## src/rtl/tws_params.svh

```systemverilog
// Offsets, field positions, reset values and timing counts of the three-wire synthesiser.
`ifndef TWS_PARAMS_SVH
`define TWS_PARAMS_SVH

// Rates of the system clock and of the crystal reference, in hertz.
`define TWS_CLK_HZ        50000000
`define TWS_XTAL_HZ       4000000
// Crystal enables come from an accumulator stepping in units of 100 kHz.
`define TWS_ACC_UNIT      100000
`define TWS_ACC_STEP      (`TWS_XTAL_HZ / `TWS_ACC_UNIT)
`define TWS_ACC_WRAP      (`TWS_CLK_HZ / `TWS_ACC_UNIT)

// Reference divider ratios per mode.
`define TWS_REF_MODE0     15'h0280
`define TWS_REF_MODE1     15'h0400
`define TWS_REF_MODE23    15'h0200

// Serial word layout.
`define TWS_WORD_BITS     19
`define TWS_PORT_BITS     4
`define TWS_DIV_LSB       4

// Comparison periods with exactly one divider pulse needed to declare lock.
`define TWS_LOCK_PERIODS  3'h4

// Register byte offsets.
`define TWS_STATUS_OFS    8'h00
`define TWS_INT_STAT_OFS  8'h04
`define TWS_INT_MASK_OFS  8'h08
`define TWS_REF_OFS       8'h0C

// Status fields.
`define TWS_ST_LOCK_BIT   0
`define TWS_ST_MODE_LSB   1
`define TWS_ST_PORT_LSB   4
`define TWS_ST_DIV_LSB    8

// Interrupt bits and reset values.
`define TWS_EV_LOAD_BIT   0
`define TWS_EV_LOCK_BIT   1
`define TWS_EV_UNLOCK_BIT 2
`define TWS_INT_RST       3'h0
`define TWS_DIV_RST       15'h0000
`define TWS_PORT_RST      4'h0

`endif

```

## src/rtl/tws_pkg.sv

```systemverilog
// Types shared by the three-wire synthesiser control files.
package tws_pkg;

  typedef logic [14:0] tws_div_t;
  typedef logic [2:0]  tws_ev_t;

  typedef enum logic [1:0]
  {
    TWS_MODE0 = 2'h0,
    TWS_MODE1 = 2'h1,
    TWS_MODE2 = 2'h2,
    TWS_MODE3 = 2'h3
  } tws_mode_e;

endpackage : tws_pkg

```

## src/rtl/tws_sync.sv

```systemverilog
// Two-flop synchroniser for pins that come from outside the clock domain.
module tws_sync
  import tws_pkg::*;
#(
  parameter int W = 6
)
(
  input  wire logic         clk,
  input  wire logic         arst_n,
  input  wire logic [W-1:0] async_in,
  output logic      [W-1:0] sync_out
);

  logic [W-1:0] meta_reg;

  // The first stage is read only by the second stage.
  always_ff @(posedge clk or negedge arst_n)
  begin
    if (!arst_n)
    begin
      meta_reg <= '0;
      sync_out <= '0;
    end
    else
    begin
      meta_reg <= async_in;
      sync_out <= meta_reg;
    end
  end

endmodule : tws_sync

```

## src/rtl/tws_divider.sv

```systemverilog
// Counter that emits one pulse for every ratio input ticks.
module tws_divider
  import tws_pkg::*;
(
  input  wire logic     clk,
  input  wire logic     arst_n,
  input  wire logic     tick,
  input  wire tws_div_t ratio,
  output logic          pulse
);

  tws_div_t cnt_reg;
  logic     wrap;

  // A ratio of zero or one divides by one.
  assign wrap = (ratio <= 15'h0001) || (cnt_reg >= ratio - 15'h0001);

  // Count ticks and pulse on the last one of each cycle.
  always_ff @(posedge clk or negedge arst_n)
  begin
    if (!arst_n)
    begin
      cnt_reg <= '0;
      pulse   <= 1'b0;
    end
    else
    begin
      pulse <= tick && wrap;
      if (tick)
      begin
        cnt_reg <= wrap ? 15'h0000 : cnt_reg + 15'h0001;
      end
    end
  end

endmodule : tws_divider

```

## src/rtl/tws_top.sv

```systemverilog
// Three-wire bus controlled synthesiser control logic with an APB status slave.
`include "tws_params.svh"

// ****************************************************************************
// Function
// ****************************************************************************
//
// Function
// - Divisor and ports are loaded only from the data, clock, enable wires.
// - One serial word carries both the divisor and the four port bits.
// - Data bits shift in only while enable is high.
// - Serial clock edges are ignored while enable is low.
// - Holding buffers take the shift register only on enable falling.
// - Divisor is 14 bits in mode 3, 15 bits in modes 0 to 2.
// - Crystal divided by 512 in modes 2 and 3, 1024 in 1, 640 in 0.
// - Divisor sets divider ratio; its output is phase-compared to comparison rate.
// - A 4 MHz crystal gives steps of 62.5, 100 and 125 kHz.
// - Lock pin floats when locked and pulls low otherwise.
// - Four open-collector outputs follow the four bits after the divisor.
module tws_top
  import tws_pkg::*;
(
  input  wire logic        clk,
  input  wire logic        arst_n,
  input  wire logic [7:0]  paddr,
  input  wire logic        psel,
  input  wire logic        penable,
  input  wire logic        pwrite,
  input  wire logic [31:0] pwdata,
  output logic      [31:0] prdata,
  output logic             pready,
  output logic             pslverr,
  output logic             irq,
  input  wire logic        bus_data,
  input  wire logic        bus_clk,
  input  wire logic        bus_en,
  input  wire logic [1:0]  mode_sel,
  input  wire logic        rf_in,
  output logic             lock_o,
  output logic             lock_oe,
  output logic      [3:0]  open_collector_outputs_o,
  output logic      [3:0]  open_collector_outputs_oe,
  output logic             pump_up,
  output logic             pump_dn
);

  // **************************************************************************
  // Pin synchronisation and edge detection
  // **************************************************************************

  logic [5:0] pins_s;
  logic       data_s;
  logic       sclk_s;
  logic       en_s;
  logic       rf_s;
  tws_mode_e  mode_s;
  logic       sclk_d_reg;
  logic       en_d_reg;
  logic       rf_d_reg;
  logic       sclk_rise;
  logic       en_fall;
  logic       rf_rise;

  tws_sync #(.W(6)) u_sync
  (
    .clk      (clk),
    .arst_n   (arst_n),
    .async_in ({mode_sel, rf_in, bus_en, bus_clk, bus_data}),
    .sync_out (pins_s)
  );

  assign data_s = pins_s[0];
  assign sclk_s = pins_s[1];
  assign en_s   = pins_s[2];
  assign rf_s   = pins_s[3];
  assign mode_s = tws_mode_e'(pins_s[5:4]);

  // Delayed copies of synchronised pins give single-cycle edge strobes.
  always_ff @(posedge clk or negedge arst_n)
  begin
    if (!arst_n)
    begin
      sclk_d_reg <= 1'b0;
      en_d_reg   <= 1'b0;
      rf_d_reg   <= 1'b0;
    end
    else
    begin
      sclk_d_reg <= sclk_s;
      en_d_reg   <= en_s;
      rf_d_reg   <= rf_s;
    end
  end

  assign sclk_rise = sclk_s && !sclk_d_reg && en_s;
  assign en_fall   = en_d_reg && !en_s;
  assign rf_rise   = rf_s && !rf_d_reg;

  // **************************************************************************
  // Serial shift register and holding buffers
  // **************************************************************************

  logic [`TWS_WORD_BITS-1:0] shift_reg;
  tws_div_t                  divisor_reg;
  logic [3:0]                ports_reg;
  logic                      load_ev;

  // Bits enter at the bottom, so the divisor arrives first and MSB first.
  always_ff @(posedge clk or negedge arst_n)
  begin
    if (!arst_n)
    begin
      shift_reg <= '0;
    end
    else if (sclk_rise)
    begin
      shift_reg <= {shift_reg[`TWS_WORD_BITS-2:0], data_s};
    end
  end

  // Holding buffers change only on the falling enable edge.
  always_ff @(posedge clk or negedge arst_n)
  begin
    if (!arst_n)
    begin
      divisor_reg <= `TWS_DIV_RST;
      ports_reg   <= `TWS_PORT_RST;
      load_ev     <= 1'b0;
    end
    else
    begin
      load_ev <= en_fall;
      if (en_fall)
      begin
        ports_reg <= shift_reg[`TWS_PORT_BITS-1:0];
        if (mode_s == TWS_MODE3)
        begin
          divisor_reg <= {1'b0, shift_reg[17:`TWS_DIV_LSB]};
        end
        else
        begin
          divisor_reg <= shift_reg[18:`TWS_DIV_LSB];
        end
      end
    end
  end

  // Port bits sink current while set; the pin level is always low.
  always_ff @(posedge clk or negedge arst_n)
  begin
    if (!arst_n)
    begin
      open_collector_outputs_o  <= 4'h0;
      open_collector_outputs_oe <= 4'h0;
    end
    else
    begin
      open_collector_outputs_o  <= 4'h0;
      open_collector_outputs_oe <= ports_reg;
    end
  end

  // **************************************************************************
  // Crystal reference and comparison frequency
  // **************************************************************************

  logic [9:0] acc_reg;
  logic       xtal_tick;
  tws_div_t   ref_ratio;
  logic       comp_tick;
  logic       divider_output_freq;

  // Fractional accumulator turns the system clock into 4 MHz enables.
  always_ff @(posedge clk or negedge arst_n)
  begin
    if (!arst_n)
    begin
      acc_reg   <= 10'h000;
      xtal_tick <= 1'b0;
    end
    else if (acc_reg + 10'(`TWS_ACC_STEP) >= 10'(`TWS_ACC_WRAP))
    begin
      acc_reg   <= acc_reg + 10'(`TWS_ACC_STEP) - 10'(`TWS_ACC_WRAP);
      xtal_tick <= 1'b1;
    end
    else
    begin
      acc_reg   <= acc_reg + 10'(`TWS_ACC_STEP);
      xtal_tick <= 1'b0;
    end
  end

  // Reference ratio follows the mode select pin.
  always_comb
  begin
    case (mode_s)
      TWS_MODE0: ref_ratio = `TWS_REF_MODE0;
      TWS_MODE1: ref_ratio = `TWS_REF_MODE1;
      default:   ref_ratio = `TWS_REF_MODE23;
    endcase
  end

  tws_divider u_ref_div
  (
    .clk    (clk),
    .arst_n (arst_n),
    .tick   (xtal_tick),
    .ratio  (ref_ratio),
    .pulse  (comp_tick)
  );

  // The loaded divisor divides the prescaled oscillator input.
  tws_divider u_prog_div
  (
    .clk    (clk),
    .arst_n (arst_n),
    .tick   (rf_rise),
    .ratio  (divisor_reg),
    .pulse  (divider_output_freq)
  );

  // **************************************************************************
  // Phase comparator and lock detector
  // **************************************************************************

  logic [1:0] fpd_cnt_reg;
  logic [2:0] good_cnt_reg;
  logic       locked_reg;
  logic       lock_ev;
  logic       unlock_ev;

  // Classic detector: each input sets its flag, both set clear together.
  always_ff @(posedge clk or negedge arst_n)
  begin
    if (!arst_n)
    begin
      pump_up <= 1'b0;
      pump_dn <= 1'b0;
    end
    else if ((pump_up || comp_tick) && (pump_dn || divider_output_freq))
    begin
      pump_up <= 1'b0;
      pump_dn <= 1'b0;
    end
    else
    begin
      pump_up <= pump_up || comp_tick;
      pump_dn <= pump_dn || divider_output_freq;
    end
  end

  // Lock needs several comparison periods each holding one divider pulse.
  always_ff @(posedge clk or negedge arst_n)
  begin
    if (!arst_n)
    begin
      fpd_cnt_reg  <= 2'h0;
      good_cnt_reg <= 3'h0;
      locked_reg   <= 1'b0;
      lock_ev      <= 1'b0;
      unlock_ev    <= 1'b0;
    end
    else if (comp_tick)
    begin
      fpd_cnt_reg <= {1'b0, divider_output_freq};
      if (fpd_cnt_reg == 2'h1)
      begin
        good_cnt_reg <= (good_cnt_reg == `TWS_LOCK_PERIODS) ? good_cnt_reg
                                                             : good_cnt_reg + 3'h1;
        locked_reg   <= (good_cnt_reg + 3'h1 >= `TWS_LOCK_PERIODS);
        lock_ev      <= !locked_reg && (good_cnt_reg + 3'h1 >= `TWS_LOCK_PERIODS);
        unlock_ev    <= 1'b0;
      end
      else
      begin
        good_cnt_reg <= 3'h0;
        locked_reg   <= 1'b0;
        lock_ev      <= 1'b0;
        unlock_ev    <= locked_reg;
      end
    end
    else
    begin
      lock_ev   <= 1'b0;
      unlock_ev <= 1'b0;
      if (divider_output_freq && fpd_cnt_reg != 2'h3)
      begin
        fpd_cnt_reg <= fpd_cnt_reg + 2'h1;
      end
    end
  end

  // Lock pin floats while locked and sinks otherwise.
  always_ff @(posedge clk or negedge arst_n)
  begin
    if (!arst_n)
    begin
      lock_o  <= 1'b0;
      lock_oe <= 1'b1;
    end
    else
    begin
      lock_o  <= 1'b0;
      lock_oe <= !locked_reg;
    end
  end

  // **************************************************************************
  // APB slave and interrupts
  // **************************************************************************

  tws_ev_t int_stat_reg;
  tws_ev_t int_mask_reg;
  tws_ev_t int_clr;
  logic    wr_en;
  logic    setup;

  assign setup = psel && !penable;
  assign wr_en = psel && penable && pwrite && pready;
  assign int_clr = (wr_en && paddr == `TWS_INT_STAT_OFS) ? pwdata[2:0] : 3'h0;

  // Status bits are sticky; a new event wins over a clear in the same cycle.
  always_ff @(posedge clk or negedge arst_n)
  begin
    if (!arst_n)
    begin
      int_stat_reg <= `TWS_INT_RST;
    end
    else
    begin
      int_stat_reg <= (int_stat_reg & ~int_clr) | {unlock_ev, lock_ev, load_ev};
    end
  end

  // Mask register and level interrupt output.
  always_ff @(posedge clk or negedge arst_n)
  begin
    if (!arst_n)
    begin
      int_mask_reg <= `TWS_INT_RST;
      irq          <= 1'b0;
    end
    else
    begin
      if (wr_en && paddr == `TWS_INT_MASK_OFS)
      begin
        int_mask_reg <= pwdata[2:0];
      end
      irq <= |(int_stat_reg & int_mask_reg);
    end
  end

  // Answer is prepared in the setup cycle and shown in the access cycle.
  always_ff @(posedge clk or negedge arst_n)
  begin
    if (!arst_n)
    begin
      prdata  <= 32'h0000_0000;
      pready  <= 1'b0;
      pslverr <= 1'b0;
    end
    else
    begin
      pready  <= setup;
      pslverr <= 1'b0;
      prdata  <= 32'h0000_0000;
      if (setup)
      begin
        case (paddr)
          `TWS_STATUS_OFS:
          begin
            prdata[`TWS_ST_LOCK_BIT]                  <= locked_reg;
            prdata[`TWS_ST_MODE_LSB +: 2]             <= mode_s;
            prdata[`TWS_ST_PORT_LSB +: 4]             <= ports_reg;
            prdata[`TWS_ST_DIV_LSB +: 15]             <= divisor_reg;
          end
          `TWS_INT_STAT_OFS: prdata[2:0]  <= int_stat_reg;
          `TWS_INT_MASK_OFS: prdata[2:0]  <= int_mask_reg;
          `TWS_REF_OFS:      prdata[14:0] <= ref_ratio;
          default:           pslverr      <= 1'b1;
        endcase
      end
    end
  end

  logic [3:0] xt_gap_reg;

  // Helper counter of cycles since the last crystal enable.
  always_ff @(posedge clk or negedge arst_n)
  begin
    if (!arst_n)
    begin
      xt_gap_reg <= 4'h0;
    end
    else
    begin
      xt_gap_reg <= xtal_tick ? 4'h1 : ((xt_gap_reg == 4'hF) ? xt_gap_reg : xt_gap_reg + 4'h1);
    end
  end
endmodule : tws_top

```

## config.mk

```make
export PLATFORM = sky130hd
export DESIGN_NAME = tws_top
export DESIGN_NICKNAME = d
export VERILOG_FILES = /design/src/rtl/tws_pkg.sv /design/src/rtl/tws_sync.sv /design/src/rtl/tws_divider.sv /design/src/rtl/tws_top.sv
export VERILOG_INCLUDE_DIRS = /design/src /design/src/rtl
export SDC_FILE = /design/constraint.sdc
export NUM_CORES = 1
export LEC_CHECK = 0
export ABC_AREA = 0
export BUFFER_PORTS_ARGS = -buffer_cell sky130_fd_sc_hd__buf_4
export CORE_ASPECT_RATIO = 1.25
export CORE_MARGIN = 3
export CORE_UTILIZATION = 52
export DETAILED_ROUTE_END_ITERATION = 10
export PLACE_DENSITY = 0.85
export SLEW_MARGIN = 40
export SYNTH_ARGS = -nofsm -noshare
export SYNTH_HDL_FRONTEND = slang
export SYNTH_SLANG_ARGS = --single-unit
```

## constraint.sdc

```tcl
create_clock -name clk -period 3 [get_ports clk]
set_clock_uncertainty 0.05 [all_clocks]
set_input_delay 0.3 -clock clk [delete_from_list [all_inputs] [get_ports clk]]
set_output_delay 0.3 -clock clk [all_outputs]
set_load 0.005 [all_outputs]
```

**Word level (Yosys, flattened, before mapping)**

Index checks and enable logic that the tools add are counted.

- Word-level logic and storage cells: 112
- Output and inout port bits: 47
- Register bits after elaboration: 144

- Bitwise operators: 4
- Equal/unequal tests: 9
- Reduce and logical (&&, ||, !) cells: 30
- $add $sub $neg: 8
- $lt $le $gt $ge: 6
- Muxes and demuxes: 25

Operators with widths:

| cell | count |
|---|---|
| two-way mux 15 bit | 3 |
| case mux 11 bit (2 select lines) | 2 |
| adder 15 x 1 -> 15 bit (second input constant) | 2 |
| >= comparator 15 bit | 2 |
| two-way mux 23 bit | 1 |
| equality test 8 x 4 -> 1 bit (second input constant) | 2 |
| <= comparator 15 x 1 -> 1 bit (second input constant) | 1 |
| logical AND 1 bit | 15 |
| subtractor 15 x 1 -> 15 bit (second input constant) | 1 |
| case mux 3 bit (4 select lines) | 1 |
| subtractor 11 x 1 -> 12 bit (second input constant) | 1 |
| <= comparator 11 x 1 -> 1 bit (second input constant) | 1 |
| two-way mux 1 bit | 11 |
| adder 10 x 6 -> 10 bit (second input constant) | 1 |
| >= comparator 10 x 9 -> 1 bit (second input constant) | 1 |
| two-way mux 10 bit | 1 |
| subtractor 10 x 9 -> 10 bit (second input constant) | 1 |
| two-way mux 3 bit | 3 |
| equality test 8 x 3 -> 1 bit (second input constant) | 1 |
| zero test 8 bit | 1 |
| two-way mux 8 bit | 1 |
| bitwise AND 3 bit | 2 |
| zero test 1 bit | 5 |
| equality test 2 x 1 -> 1 bit (second input constant) | 2 |
| other kinds (15) | 20 |

**Depth between registers and ports, before layout**

Gate-level depths: netlist of run 1.

- Word-level depth: 8
- Depth in mapped cells: 14
- Mapped depth without buffers: 13

**Modules after synthesis**

Synthesis of run 1 repeated with hierarchy kept, for this count alone.

- Cells, all modules: 631
- Area total of the unflattened synthesis: 7014.2 um^2

Modules (own cells, without submodules):

| module | cells each | area each (um^2) | times used | seq. area each (um^2) |
|---|---|---|---|---|
| tws_top | 310 | 3972.6 | 1 | 2428.6 |
| tws_divider (u_prog_div) | 151 | 1377.6 | 1 | 400.4 |
| tws_divider (u_ref_div) | 158 | 1363.8 | 1 | 400.4 |
| tws_sync | 12 | 300.3 | 1 | 300.3 |

**Worst setup path after synthesis of run 1**

OpenSTA, ideal clock, no wires.

- Kind: register to register
- Start point: reg divisor_reg[3]
- End point: reg u_prog_div.cnt_reg[9]
- Data required time: 2840 ps
- Setup time: 110 ps
- Cell stages (with the launch flop): 12
- Buffers on the path: 0
- Clock period less this slack: 3108 ps
- Setup slack: -108 ps
- Arrival time: 2948 ps
- Cell sequence: dfrtp_1 -> nor4_4 -> nand2_1 -> nor4_1 -> xnor2_1 -> ha_1 -> a21o_1 -> a21o_1 -> a221o_1 -> a21oi_2 -> nand3_1 -> o41ai_1

- Cells in the longest elaborated chain, start to end: 4

RTL lines:

| what | RTL line | RTL |
|---|---|---|
| from (decl) | tws_top.sv:104 | `tws_div_t divisor_reg;` |
| from (signal assigned) | tws_top.sv:126 | `` divisor_reg <= `TWS_DIV_RST; `` |
| from (signal assigned) | tws_top.sv:138 | `` divisor_reg <= {1'b0, shift_reg[17:`TWS_DIV_LSB]}; `` |
| from (signal assigned) | tws_top.sv:142 | `` divisor_reg <= shift_reg[18:`TWS_DIV_LSB]; `` |
| subtractor 15 x 1 -> 15 bit | tws_divider.sv:16 | `assign wrap = (ratio <= 15'h0001) \|\| (cnt_reg >= ratio - 15'h0001);` |
| >= comparator 15 bit | tws_divider.sv:16 |  |
| logical OR 1 bit (*) | tws_divider.sv:16 |  |
| two-way mux 15 bit (*) | tws_divider.sv:31 | `cnt_reg <= wrap ? 15'h0000 : cnt_reg + 15'h0001;` |
| to (signal assigned) | tws_divider.sv:31 |  |
| to (decl) | tws_divider.sv:12 | `tws_div_t cnt_reg;` |

Mark *: on every way between the ends. The rest lies on a longest branch, timed or not.
A chain may end at the register's enable or synchronous reset.

**Final worst setup path of run 1**

- Start point: reg divisor_reg[6]
- End point: reg u_prog_div.cnt_reg[4]

The elaborated chain is that of the path after synthesis.

==> results.py, run 1 <==
metrics = {
    "logic_synthesis": {
        "synthMuxAreaShare_pct": 7.56,
        "synth_fa_ha_area_share_pct": 6.06,
        "synth_async_sr_flop_share_pct": 100,
        "syn_avg_cell_area_sq_um": 11.1,
        "ys_ff_latch": 141,
        "synth_xor_area_share_pct": 3.45,
        "yosys_warnings": 0,
        "synth_cells": 593,
        "ys.flop_type": "dfrtp_1",
        "synth_cell_type_count": 59,
        "synth_compound_area_share_pct": 8.75,
        "syn_area_sq_um": 6600,
        "seq_area_frac_synth_pct": 53.4,
        "synth-edff-count": 0,
        "synth_simple_gate_area_share_pct": 16.6,
        "synth_top_family_by_area": "simple AND/OR/NAND/NOR gates",
    },
    "sta": {
        "max_freq_ghz": 0.308,
        "rsz0062_at_grt": "true",
        "fin_ws_ns": -0.242,
        "holdWs_ns": 0.0823,
        "maxSlewViolCount": 0,
        "tightest_slew_ns": 0.707,
        "setup_viol": 16,
        "hold_violations": 0,
        "fin_crit_ns": 3.24,
        "finalCritPeriodShare_pct": 108,
        "relSlewSlack_pct": 52.5,
    },
    "critical_path": {
        "rr_startpoint": "divisor_reg[6]",
        "ff2ff_path_depth": 10,
        "setup.worst_path.start_class": "flip-flop",
        "crit_path_end": "u_prog_div.cnt_reg[4]",
        "timing.critical_path.depth": 10,
        "regToRegSetupSlack_ns": -0.24,
        "worstPathArrival_ns": 3.51,
        "critPathBufInv": 0,
        "critPathSlowestCell": "or4_4",
        "path_max_fanout": 7,
        "path_common_cell": "a21o_1",
        "crit_chain": "or4_4 -> nor4_4 -> xnor2_1 -> ha_1 -> a21o_1 -> a21o_1 -> a221o_1 -> a21oi_4 -> nand2_2 -> o211ai_1",
        "required_ns": 3.27,
        "r2r_end": "u_prog_div.cnt_reg[4]",
        "crit_family": "compound AO/OA/AOI/OAI gates",
        "crit_path_end_kind": "flip-flop",
        "max_stage_delay_ns": 0.58,
        "cp-startpoint": "divisor_reg[6]",
        "crit_type": "reg2reg",
    },
    "global_route": {
        "gr-usage-all-layers_pct": 20.5,
        "antenna_found_initial": 0,
        "grt_pass1_wl_um": 23000,
        "grt_start_max_net_pins": 78,
        "grt_pass1_vias": 4956,
        "grt_remaining_overflow": 0,
    },
    "route": {
        "avgViaCountPerCell": 5.61,
        "drcViolationCount": 0,
        "drt_iter0_markers": 352,
        "dr_total_vias": 4845,
        "antenna_left": 0,
        "wire_per_inst_um": 16.2,
        "wirelength_um": 14000,
        "firstDrtPassIters": 4,
    },
    "power_and_ir_drop": {
        "total_power_mw": 5.61,
        "power.leakage_nw": 3.95,
        "p_clk_share_pct": 33.6,
        "irDropWorstVdd_mv": 0.435,
        "switching_power_mw": 1.70,
        "p_comb_share_pct": 26.9,
        "sw_frac_of_total_pct": 30.3,
        "p_per_area_nw_per_um2": 693,
        "seq_power_share_pct": 39.6,
        "p_int_mw": 3.91,
    },
    "finish": {
        "drive_gt1_share_pct": 25.6,
        "largest_register_ffs": 22,
        "num_antenna_cells": 0,
        "fin_nets": 769,
        "syn2layout_area_growth_pct": 22.6,
        "design_area_sq_um": 8100,
        "post-route-util_pct": 66.0,
        "fin_cells": 863,
    },
    "clock_tree": {
        "cts_sinks": 141,
        "cts_made_buffers": 17,
        "clk_latency_ns": 0.42,
        "cts_tree": "yes",
        "htreeDepth": 4,
        "clockBufferDepth": 2,
        "clockRootBuffer": "clkbuf_16",
        "clkTransAtPathRegs_ns": 0.05,
    },
    "run": {
        "max-cap-violations": 0,
    },
    "floorplan": {
        "num_rows": 45,
        "core_sq_um": 12300,
        "die-area_sq_um": 14100,
        "start_util_pct": 53.8,
        "die_w_um": 107,
        "io_pins": 98,
        "die_y_um": 132,
    },
    "placement": {
        "dp.cells": 817,
        "hpwl_um": 9310,
        "globalplace.congestion": 0.854,
        "placed_area_sq_um": 7310,
        "portBuffers": 53,
    },
    "status": {
        "run_status": "finished, violations left",
        "failed_checks": "negative setup slack",
    },
    "min_path": {
        "hold_class": "in2reg",
        "hold_start": "pwdata[1]",
    },
}
-- area by class of cell --
| cell class | instances | area [sq um] |
|---|---|---|
| multi-input cells | 413 | 3020 |
| flip-flops and latches | 141 | 3530 |
| fillers | 922 | 4180 |
| well taps | 164 | 205 |
| clock buffers | 25 | 455 |
| inverters | 22 | 82.6 |
| repair buffers | 91 | 738 |
| clock inverters | 7 | 70.1 |
-- synthesized netlist by cell type, types with 5 or more instances --
cell	number	area, sq um
ha_1	32	400
buf_4	15	113
dfrtp_1	140	3500
nand4_1	13	81.3
and2_1	15	93.8
nor3_1	14	70.1
a21o_1	11	82.6
xnor2_1	16	140
xor2_1	10	87.6
and3_1	9	56.3
nand2_1	44	165
mux2_2	39	439
nor2b_1	9	56.3
nand3_1	24	120
nor4_1	7	43.8
o22ai_1	6	37.5
a21oi_1	24	120
nand2b_1	5	31.3
inv_1	22	82.6
o211ai_1	5	37.5
a31oi_1	8	50.1
mux2i_1	6	60.1
clkbuf_1	11	41.3
o21ai_0	19	95.1
nor2_1	38	143
-- stage by stage --
| stage | worst slack [ns] | TNS, ns |
|---|---|---|
| after global placement | -0.0408 | -0.305 |
| final | -0.242 | -3.02 |
| after CTS | -0.113 | -0.865 |
| after floorplan | -0.0337 | -0.0842 |
| after detailed placement | -0.133 | -1.48 |
| after global routing | -0.312 | -4.30 |
-- cells in the final DEF, fill, tap and decap left out, types with 3 or more instances in the layout --
| master | Yosys | routed |
|---|---|---|
| a31oi_1 | 8 | 6 |
| a21o_1 | 11 | 11 |
| nor2_1 | 38 | 37 |
| nor3_2 | 2 | 3 |
| buf_4 | 15 | 76 |
| clkinvlp_4 | 0 | 4 |
| xnor2_1 | 16 | 15 |
| o22ai_2 | 0 | 3 |
| o211ai_1 | 5 | 5 |
| nand2_1 | 44 | 41 |
| inv_1 | 22 | 22 |
| a21oi_1 | 24 | 23 |
| mux2_2 | 39 | 39 |
| nand2b_1 | 5 | 4 |
| and3_1 | 9 | 9 |
| ha_1 | 32 | 32 |
| nand2_2 | 1 | 4 |
| or3_1 | 4 | 4 |
| xor2_1 | 10 | 10 |
| mux2i_1 | 6 | 6 |
| o22ai_1 | 6 | 3 |
| clkbuf_1 | 11 | 8 |
| nor4_4 | 2 | 4 |
| nor4_1 | 7 | 5 |
| nor3_1 | 14 | 12 |
| conb_1 | 2 | 16 |
| and2_1 | 15 | 15 |
| dlygate4sd3_1 | 0 | 8 |
| o21ai_0 | 19 | 18 |
| nand4_1 | 13 | 13 |
| dfrtp_1 | 140 | 140 |
| nor3b_1 | 4 | 4 |
| clkbuf_16 | 0 | 17 |
| nand3_1 | 24 | 22 |
| nor2b_1 | 9 | 8 |
| buf_6 | 1 | 6 |
| a211oi_1 | 3 | 3 |
-- cell families after synthesis --
logic type	Yosys count
xor+xnor	26
flops	141
other cells	2
compound gates	92
fa+ha+maj	32
buf+inv	53
mux	45
simple gates	202
-- worst min-delay path by stage --
| stage | endpoint | slack [ns] | depth (start not counted) |
|---|---|---|---|
| finish | int_mask_reg[1] | 0.08 | 2 |
| global route | int_mask_reg[1] | 0.08 | 2 |
| CTS | int_mask_reg[0] | 0.06 | 2 |
| detailed placement | u_sync.sync_out[5] | 0.29 | 0 |
| global placement | u_sync.sync_out[4] | 0.28 | 0 |
| floorplan | acc_reg[2] | -0.05 | 0 |
-- layer usage --
metal	GRT usage, %	wire [um]
met5	0	0
met4	8.60	376
met1	22.8	5330
met2	36.9	7720
met3	4.85	568
-- power groups by stage --
| stage | combinational [mW] | sequential, mW | clock (mW) |
|---|---|---|---|
| floorplan | 0.907 | 2.22 | 0 |
| global placement | 1.21 | 2.24 | 0 |
| detailed placement | 1.31 | 2.25 | 0 |
| CTS | 1.39 | 2.22 | 1.92 |
| global route | 1.67 | 2.24 | 1.99 |
| finish | 1.51 | 2.22 | 1.88 |
-- repair_timing --
item,in CTS,in global routing
endpoints found under the hold margin,82,0
hold buffers,8,0
pin swaps,10,18
resized for setup,11,15
gates cloned,0,0
buffers inserted,2,4
endpoints found under the setup margin,15,16
Power figures use the tool's default switching activity.
==> run 2: changes to the inputs <==
CORE_ASPECT_RATIO = unset   (was 1.25)
RECOVER_POWER = 25   (was unset)
==> run 2 against run 1 <==
  * The flow finishes with violations (max-capacitance violations, max-slew violations, negative setup slack)
  * Register-to-register slack worse by 0.03 ns
  * Die area is essentially flat
  * Final cell count up 0.70%
  * Clock power up 23%
  * First-iteration DRC count shrank 17%
  * Via count hardly changed
  * Sequential power is essentially flat
==> results.py, run 2 (same netlist as run 1, synthesis figures left out) <==
metrics = {
    "clock_tree": {
        "cts_sinks": 141,
        "clkTransAtPathRegs_ns": 0.06,
        "clockBufferDepth": 2,
        "clockRootBuffer": "clkbuf_16",
        "cts_made_buffers": 17,
        "htreeDepth": 4,
        "cts_tree": "yes",
        "clk_latency_ns": 0.42,
    },
    "sta": {
        "relSlewSlack_pct": -15.8,
        "setup_viol": 16,
        "tns_ns": -3.57,
        "fin_ws_ns": -0.276,
        "maxSlewViolCount": 75,
        "fin_crit_ns": 3.28,
        "finalCritPeriodShare_pct": 109,
        "hold_violations": 0,
        "max_freq_ghz": 0.305,
        "rsz0062_at_grt": "true",
        "tightest_slew_ns": 1.74,
    },
    "min_path": {
        "hold_start": "penable",
        "hold_class": "in2reg",
        "min_path_cells": 2,
        "min_to": "pready",
    },
    "finish": {
        "final-seq-area_sq_um": 3530,
        "layout_common_cells": "dfrtp_1 (140), buf_4 (74), nand2_1 (42)",
        "n_fill_cell": 856,
        "syn2layout_area_growth_pct": 23.4,
        "multi_input_area_sq_um": 2950,
        "final_common_cell": "dfrtp_1",
        "num_antenna_cells": 0,
        "fin_nets": 772,
        "drive_gt1_share_pct": 25.7,
        "largest_register_ffs": 22,
    },
    "critical_path": {
        "critPathBufInv": 2,
        "path_max_fanout": 7,
        "crit_chain": "or4_4 -> nor4_4 -> nand3_2 -> xor2_1 -> ha_1 -> nand4_1 -> inv_1 -> a221o_1 -> a21oi_4 -> buf_4 -> nand2_4 -> o211ai_1",
        "ff2ff_path_depth": 12,
        "rr_startpoint": "divisor_reg[9]",
        "setup.worst_path.start_class": "flip-flop",
        "crit_path_end_kind": "flip-flop",
        "crit_type": "reg2reg",
        "crit_family": "simple AND/OR/NAND/NOR gates",
        "max_stage_delay_ns": 0.57,
        "r2r_end": "u_prog_div.cnt_reg[6]",
        "required_ns": 3.27,
        "regToRegSetupSlack_ns": -0.28,
        "critPathSlowestCell": "or4_4",
        "worstPathArrival_ns": 3.55,
    },
    "global_route": {
        "gr-usage-all-layers_pct": 21.5,
        "grt_start_max_net_pins": 75,
        "grt_use_met2_pct": 36.7,
        "antenna_found_initial": 0,
        "grt_pass1_wl_um": 24300,
        "busiest_layer": "met2",
        "grt_use_met3_pct": 5.07,
        "grt_remaining_overflow": 0,
        "groute.layer.met1.usage_pct": 25.5,
        "grt_pass1_vias": 4935,
    },
    "placement": {
        "portBuffers": 53,
        "hpwl_um": 9410,
        "globalplace.congestion": 0.841,
        "dp_slack_ns": -0.230,
    },
    "route": {
        "wirelength_um": 14800,
        "wire_per_inst_um": 17.1,
        "drt_iter0_markers": 293,
        "firstDrtPassIters": 5,
        "drcViolationCount": 0,
        "avgViaCountPerCell": 5.57,
        "dr_total_vias": 4841,
        "antenna_left": 0,
    },
    "floorplan": {
        "die_y_um": 119,
        "die_w_um": 119,
        "num_rows": 40,
        "die-area_sq_um": 14100,
        "start_util_pct": 54.1,
        "io_pins": 98,
        "core_sq_um": 12200,
    },
    "power_and_ir_drop": {
        "p_per_area_nw_per_um2": 742,
        "power.leakage_nw": 4.01,
        "irDropWorstVdd_mv": 0.412,
    },
    "status": {
        "failed_checks": "max-capacitance violations, max-slew violations, negative setup slack",
        "run_status": "finished, violations left",
    },
    "run": {
        "max-cap-violations": 1,
    },
}
run 2: cell types whose count changed in the layout (fill, tap and decap cells not counted), sizes merged:
cell         before  now
clkbuf           25   26
clkinv            2    4
bufinv            1    5
dlygate4sd3       8    7
clkinvlp          4    0
buf              83   79
inv              22   26
run 2: worst max path at each step:
stage                    from  cells after the start  slack, ns                     to
6_report       divisor_reg[9]                     12      -0.28  u_prog_div.cnt_reg[6]
3_3_place_gp   divisor_reg[9]                     11      -0.13  u_prog_div.cnt_reg[9]
3_5_place_dp   divisor_reg[9]                     12      -0.23  u_prog_div.cnt_reg[7]
2_1_floorplan  divisor_reg[7]                     11      -0.03  u_prog_div.cnt_reg[9]
5_1_grt        divisor_reg[9]                     12      -0.43  u_prog_div.cnt_reg[7]
4_1_cts        divisor_reg[9]                     12      -0.20  u_prog_div.cnt_reg[7]
run 2: power by group:
part           total, mW  switching (mW)  internal (mW)
logic               1.51           0.838          0.676
clock network       2.31           0.833           1.48
registers           2.22           0.142           2.08
total               6.05            1.81           4.23
run 2: repair_timing:
action	in CTS	in global routing
gates cloned	0	0
buffers inserted	5	3
hold endpoints to repair	76	0
hold buffers	7	0
setup endpoints to repair	16	16
pin swaps	5	6
resized for setup	5	13
run 2: layer usage:
| metal | vias up | part of all wire, % |
|---|---|---|
| met5 | - | 0 |
| met4 | 0 | 3.4 |
| met3 | 44 | 4.8 |
| met2 | 167 | 52 |
| met1 | 2364 | 40 |
| li1 | 2266 | - |
run 2: through the flow:
stage               utilization (%)  hold slack, ns  total power, mW  instance area [sq um]  cells
finish                         66.7          0.0553             6.05                   8150    869
global route                   66.7          0.0685             6.33                   8150    869
CTS                            66.2          0.0144             5.97                   8080    866
detailed placement             59.9           0.285             3.57                   7310    823
global placement               59.8           0.284             3.46                   7300    822
floorplan                         -         -0.0456             3.13                   6690    607
run 2: worst reg2reg max path, stage by stage (launching register included):
cell      delay, ns
dfrtp_1        0.37
or4_4          0.57
nor4_4         0.25
nand3_2        0.14
xor2_1         0.17
ha_1           0.33
nand4_1        0.16
inv_1          0.06
a221o_1        0.35
a21oi_4        0.22
buf_4          0.17
nand2_4        0.09
o211ai_1       0.24
run 2: layout make-up:
type	instances	share of cell area (%)
flip-flops and latches	141	43.3
multi-input cells	413	36.2
repair buffers	94	9.03
clock buffers	18	5.27
clock inverters	13	2.61
well taps	168	2.58
inverters	22	1.01
==> run 3: changes to the inputs <==
PLACE_DENSITY = unset   (was 0.85)
PLACE_DENSITY_LB_ADDON = 0.12   (was unset)
SLEW_MARGIN = 10   (was 40)
==> run 3 against run 2 <==
  * The flow still finishes with violations (max-capacitance violations, max-slew violations, negative setup slack)
  * Global-route usage fell by 1.6 points
  * Final cell count decreased by 0.92%
  * Die area stayed put
  * Worst hold slack worse by 0.018 ns
  * Via count is 3.3% lower
  * Wire length decreased by 12%
  * Highest routed layer unchanged
==> results.py, run 3 (same netlist as run 1, synthesis figures left out) <==
metrics = {
    "global_route": {
        "grt_use_met3_pct": 4.93,
        "gr-usage-all-layers_pct": 19.9,
        "grt_start_max_net_pins": 74,
        "grt_pass1_vias": 4704,
        "grt_remaining_overflow": 0,
        "antenna_found_initial": 0,
        "groute.layer.met1.usage_pct": 25.7,
        "grt_use_met2_pct": 32.4,
        "grt_pass1_wl_um": 22500,
        "busiest_layer": "met2",
    },
    "finish": {
        "largest_register_ffs": 22,
        "design_area_sq_um": 8020,
        "final_common_cell": "dfrtp_1",
        "fin_nets": 763,
        "n_fill_cell": 968,
        "fin_cells": 861,
        "layout_common_cells": "dfrtp_1 (140), buf_4 (64), nand2_1 (43)",
        "drive_gt1_share_pct": 23.4,
        "num_antenna_cells": 0,
        "syn2layout_area_growth_pct": 21.5,
    },
    "sta": {
        "hold_violations": 0,
        "max_freq_ghz": 0.323,
        "maxSlewViolCount": 73,
        "tns_ns": -0.653,
        "holdWs_ns": 0.0374,
        "tightest_slew_ns": 1.78,
        "finalCritPeriodShare_pct": 103,
        "fin_crit_ns": 3.10,
        "setup_viol": 13,
        "relSlewSlack_pct": -18.8,
        "rsz0062_at_grt": "true",
        "fin_ws_ns": -0.0971,
    },
    "clock_tree": {
        "htreeDepth": 4,
        "cts_sinks": 141,
        "cts_tree": "yes",
        "clk_latency_ns": 0.42,
        "clkTransAtPathRegs_ns": 0.06,
        "clockBufferDepth": 2,
        "cts_made_buffers": 17,
        "clockRootBuffer": "clkbuf_16",
    },
    "route": {
        "firstDrtPassIters": 4,
        "antenna_left": 0,
        "drt_iter0_markers": 324,
        "wire_per_inst_um": 15.2,
        "wirelength_um": 13100,
        "drcViolationCount": 0,
        "avgViaCountPerCell": 5.44,
        "dr_total_vias": 4683,
    },
    "min_path": {
        "hold_class": "in2reg",
    },
    "floorplan": {
        "start_util_pct": 54.1,
        "core_sq_um": 12200,
        "num_rows": 40,
        "io_pins": 98,
        "die_y_um": 119,
        "die-area_sq_um": 14100,
        "die_w_um": 119,
    },
    "critical_path": {
        "critPathSlowestCell": "or4_4",
        "critPathBufInv": 3,
        "setup.worst_path.start_class": "flip-flop",
        "required_ns": 3.29,
        "crit_path_end_kind": "flip-flop",
        "max_stage_delay_ns": 0.57,
        "crit_chain": "or4_4 -> nor4_4 -> nand3_1 -> xor2_1 -> ha_1 -> nand4_1 -> inv_1 -> a221o_1 -> a21oi_4 -> buf_12 -> buf_6 -> a31oi_1 -> o22ai_1",
        "crit_family": "simple AND/OR/NAND/NOR gates",
        "crit_type": "reg2reg",
        "worstPathArrival_ns": 3.39,
        "path_max_fanout": 6,
    },
    "placement": {
        "placed_area_sq_um": 7290,
        "dp.cells": 819,
        "globalplace.congestion": 0.800,
        "hpwl_um": 8970,
        "portBuffers": 53,
        "dp_slack_ns": -0.177,
    },
    "power_and_ir_drop": {
        "p_int_mw": 4.02,
        "p_per_area_nw_per_um2": 704,
        "p_clk_share_pct": 37.4,
        "sw_frac_of_total_pct": 28.8,
        "irDropWorstVdd_mv": 0.515,
        "power.leakage_nw": 3.93,
        "switching_power_mw": 1.62,
        "seq_power_share_pct": 39.1,
        "p_comb_share_pct": 23.5,
    },
    "run": {
        "max-cap-violations": 1,
    },
    "status": {
        "failed_checks": "max-capacitance violations, max-slew violations, negative setup slack",
        "run_status": "finished, violations left",
    },
}
[run 3: metrics by stage]
stage | power [mW] | util, %
final | 5.65 | 65.7
after global routing | 5.98 | 65.7
after CTS | 5.69 | 65.7
after detailed placement | 3.52 | 59.7
after global placement | 3.46 | 59.7
after floorplan | 3.13 | -
[run 3: path summary, 6_finish.rpt]
path	slack (ns)	end	from	cells after the start
worst min-delay path	0.04	pready	penable	2
worst max-delay path	-0.1	u_prog_div.cnt_reg[12]	divisor_reg[8]	13
min in group asynchronous	0.85	u_sync.meta_reg[3]	arst_n	2
worst min register to register	0.30	u_sync.sync_out[0]	u_sync.meta_reg[0]	0
worst max register to register	-0.1	u_prog_div.cnt_reg[12]	divisor_reg[8]	13
max in group asynchronous	0.96	shift_reg[5]	arst_n	3
[run 3: power by group through the flow]
| stage | clock network (mW) | registers (mW) | logic [mW] |
|---|---|---|---|
| floorplan | 0 | 2.22 | 0.907 |
| detailed placement | 0 | 2.24 | 1.28 |
| global placement | 0 | 2.23 | 1.23 |
| finish | 2.11 | 2.21 | 1.33 |
| CTS | 2.15 | 2.21 | 1.34 |
| global route | 2.24 | 2.23 | 1.50 |
[run 3: worst reg2reg max path: cells and delay by family, from the launching register on]
family / cells / cell delay (ns)
AO/OA/AOI/OAI: 4 / 0.79
XOR/XNOR: 1 / 0.16
adder cells (fa/ha/maj): 1 / 0.29
buffers and inverters: 3 / 0.30
flip-flops: 1 / 0.37
AND/OR/NAND/NOR: 4 / 1.05
[run 3: area by class of cell]
cell class	instances	area, sq um	share of cell area [%]
sequential	141	3530	44.0
multi-input combinational	413	2910	36.3
timing repair buffer	85	693	8.64
clock buffer	21	450	5.62
tap	168	210	2.62
clock inverter	11	145	1.81
inverter	22	82.6	1.03
[run 3: routing by layer]
layer	part of all wire, %	vias up	routed length, um
met1	44	2302	5780
met5	0	-	0
li1	-	2244	-
met2	50	108	6560
met3	3.9	29	516
met4	2.0	0	260
[run 3: repair_timing]
action                     4_1_cts  5_1_grt
buffers inserted                 2        1
hold endpoints to repair        77        0
setup endpoints to repair       16       16
hold buffers                     7        0
pin swaps                       11        3
resized for setup                9        1
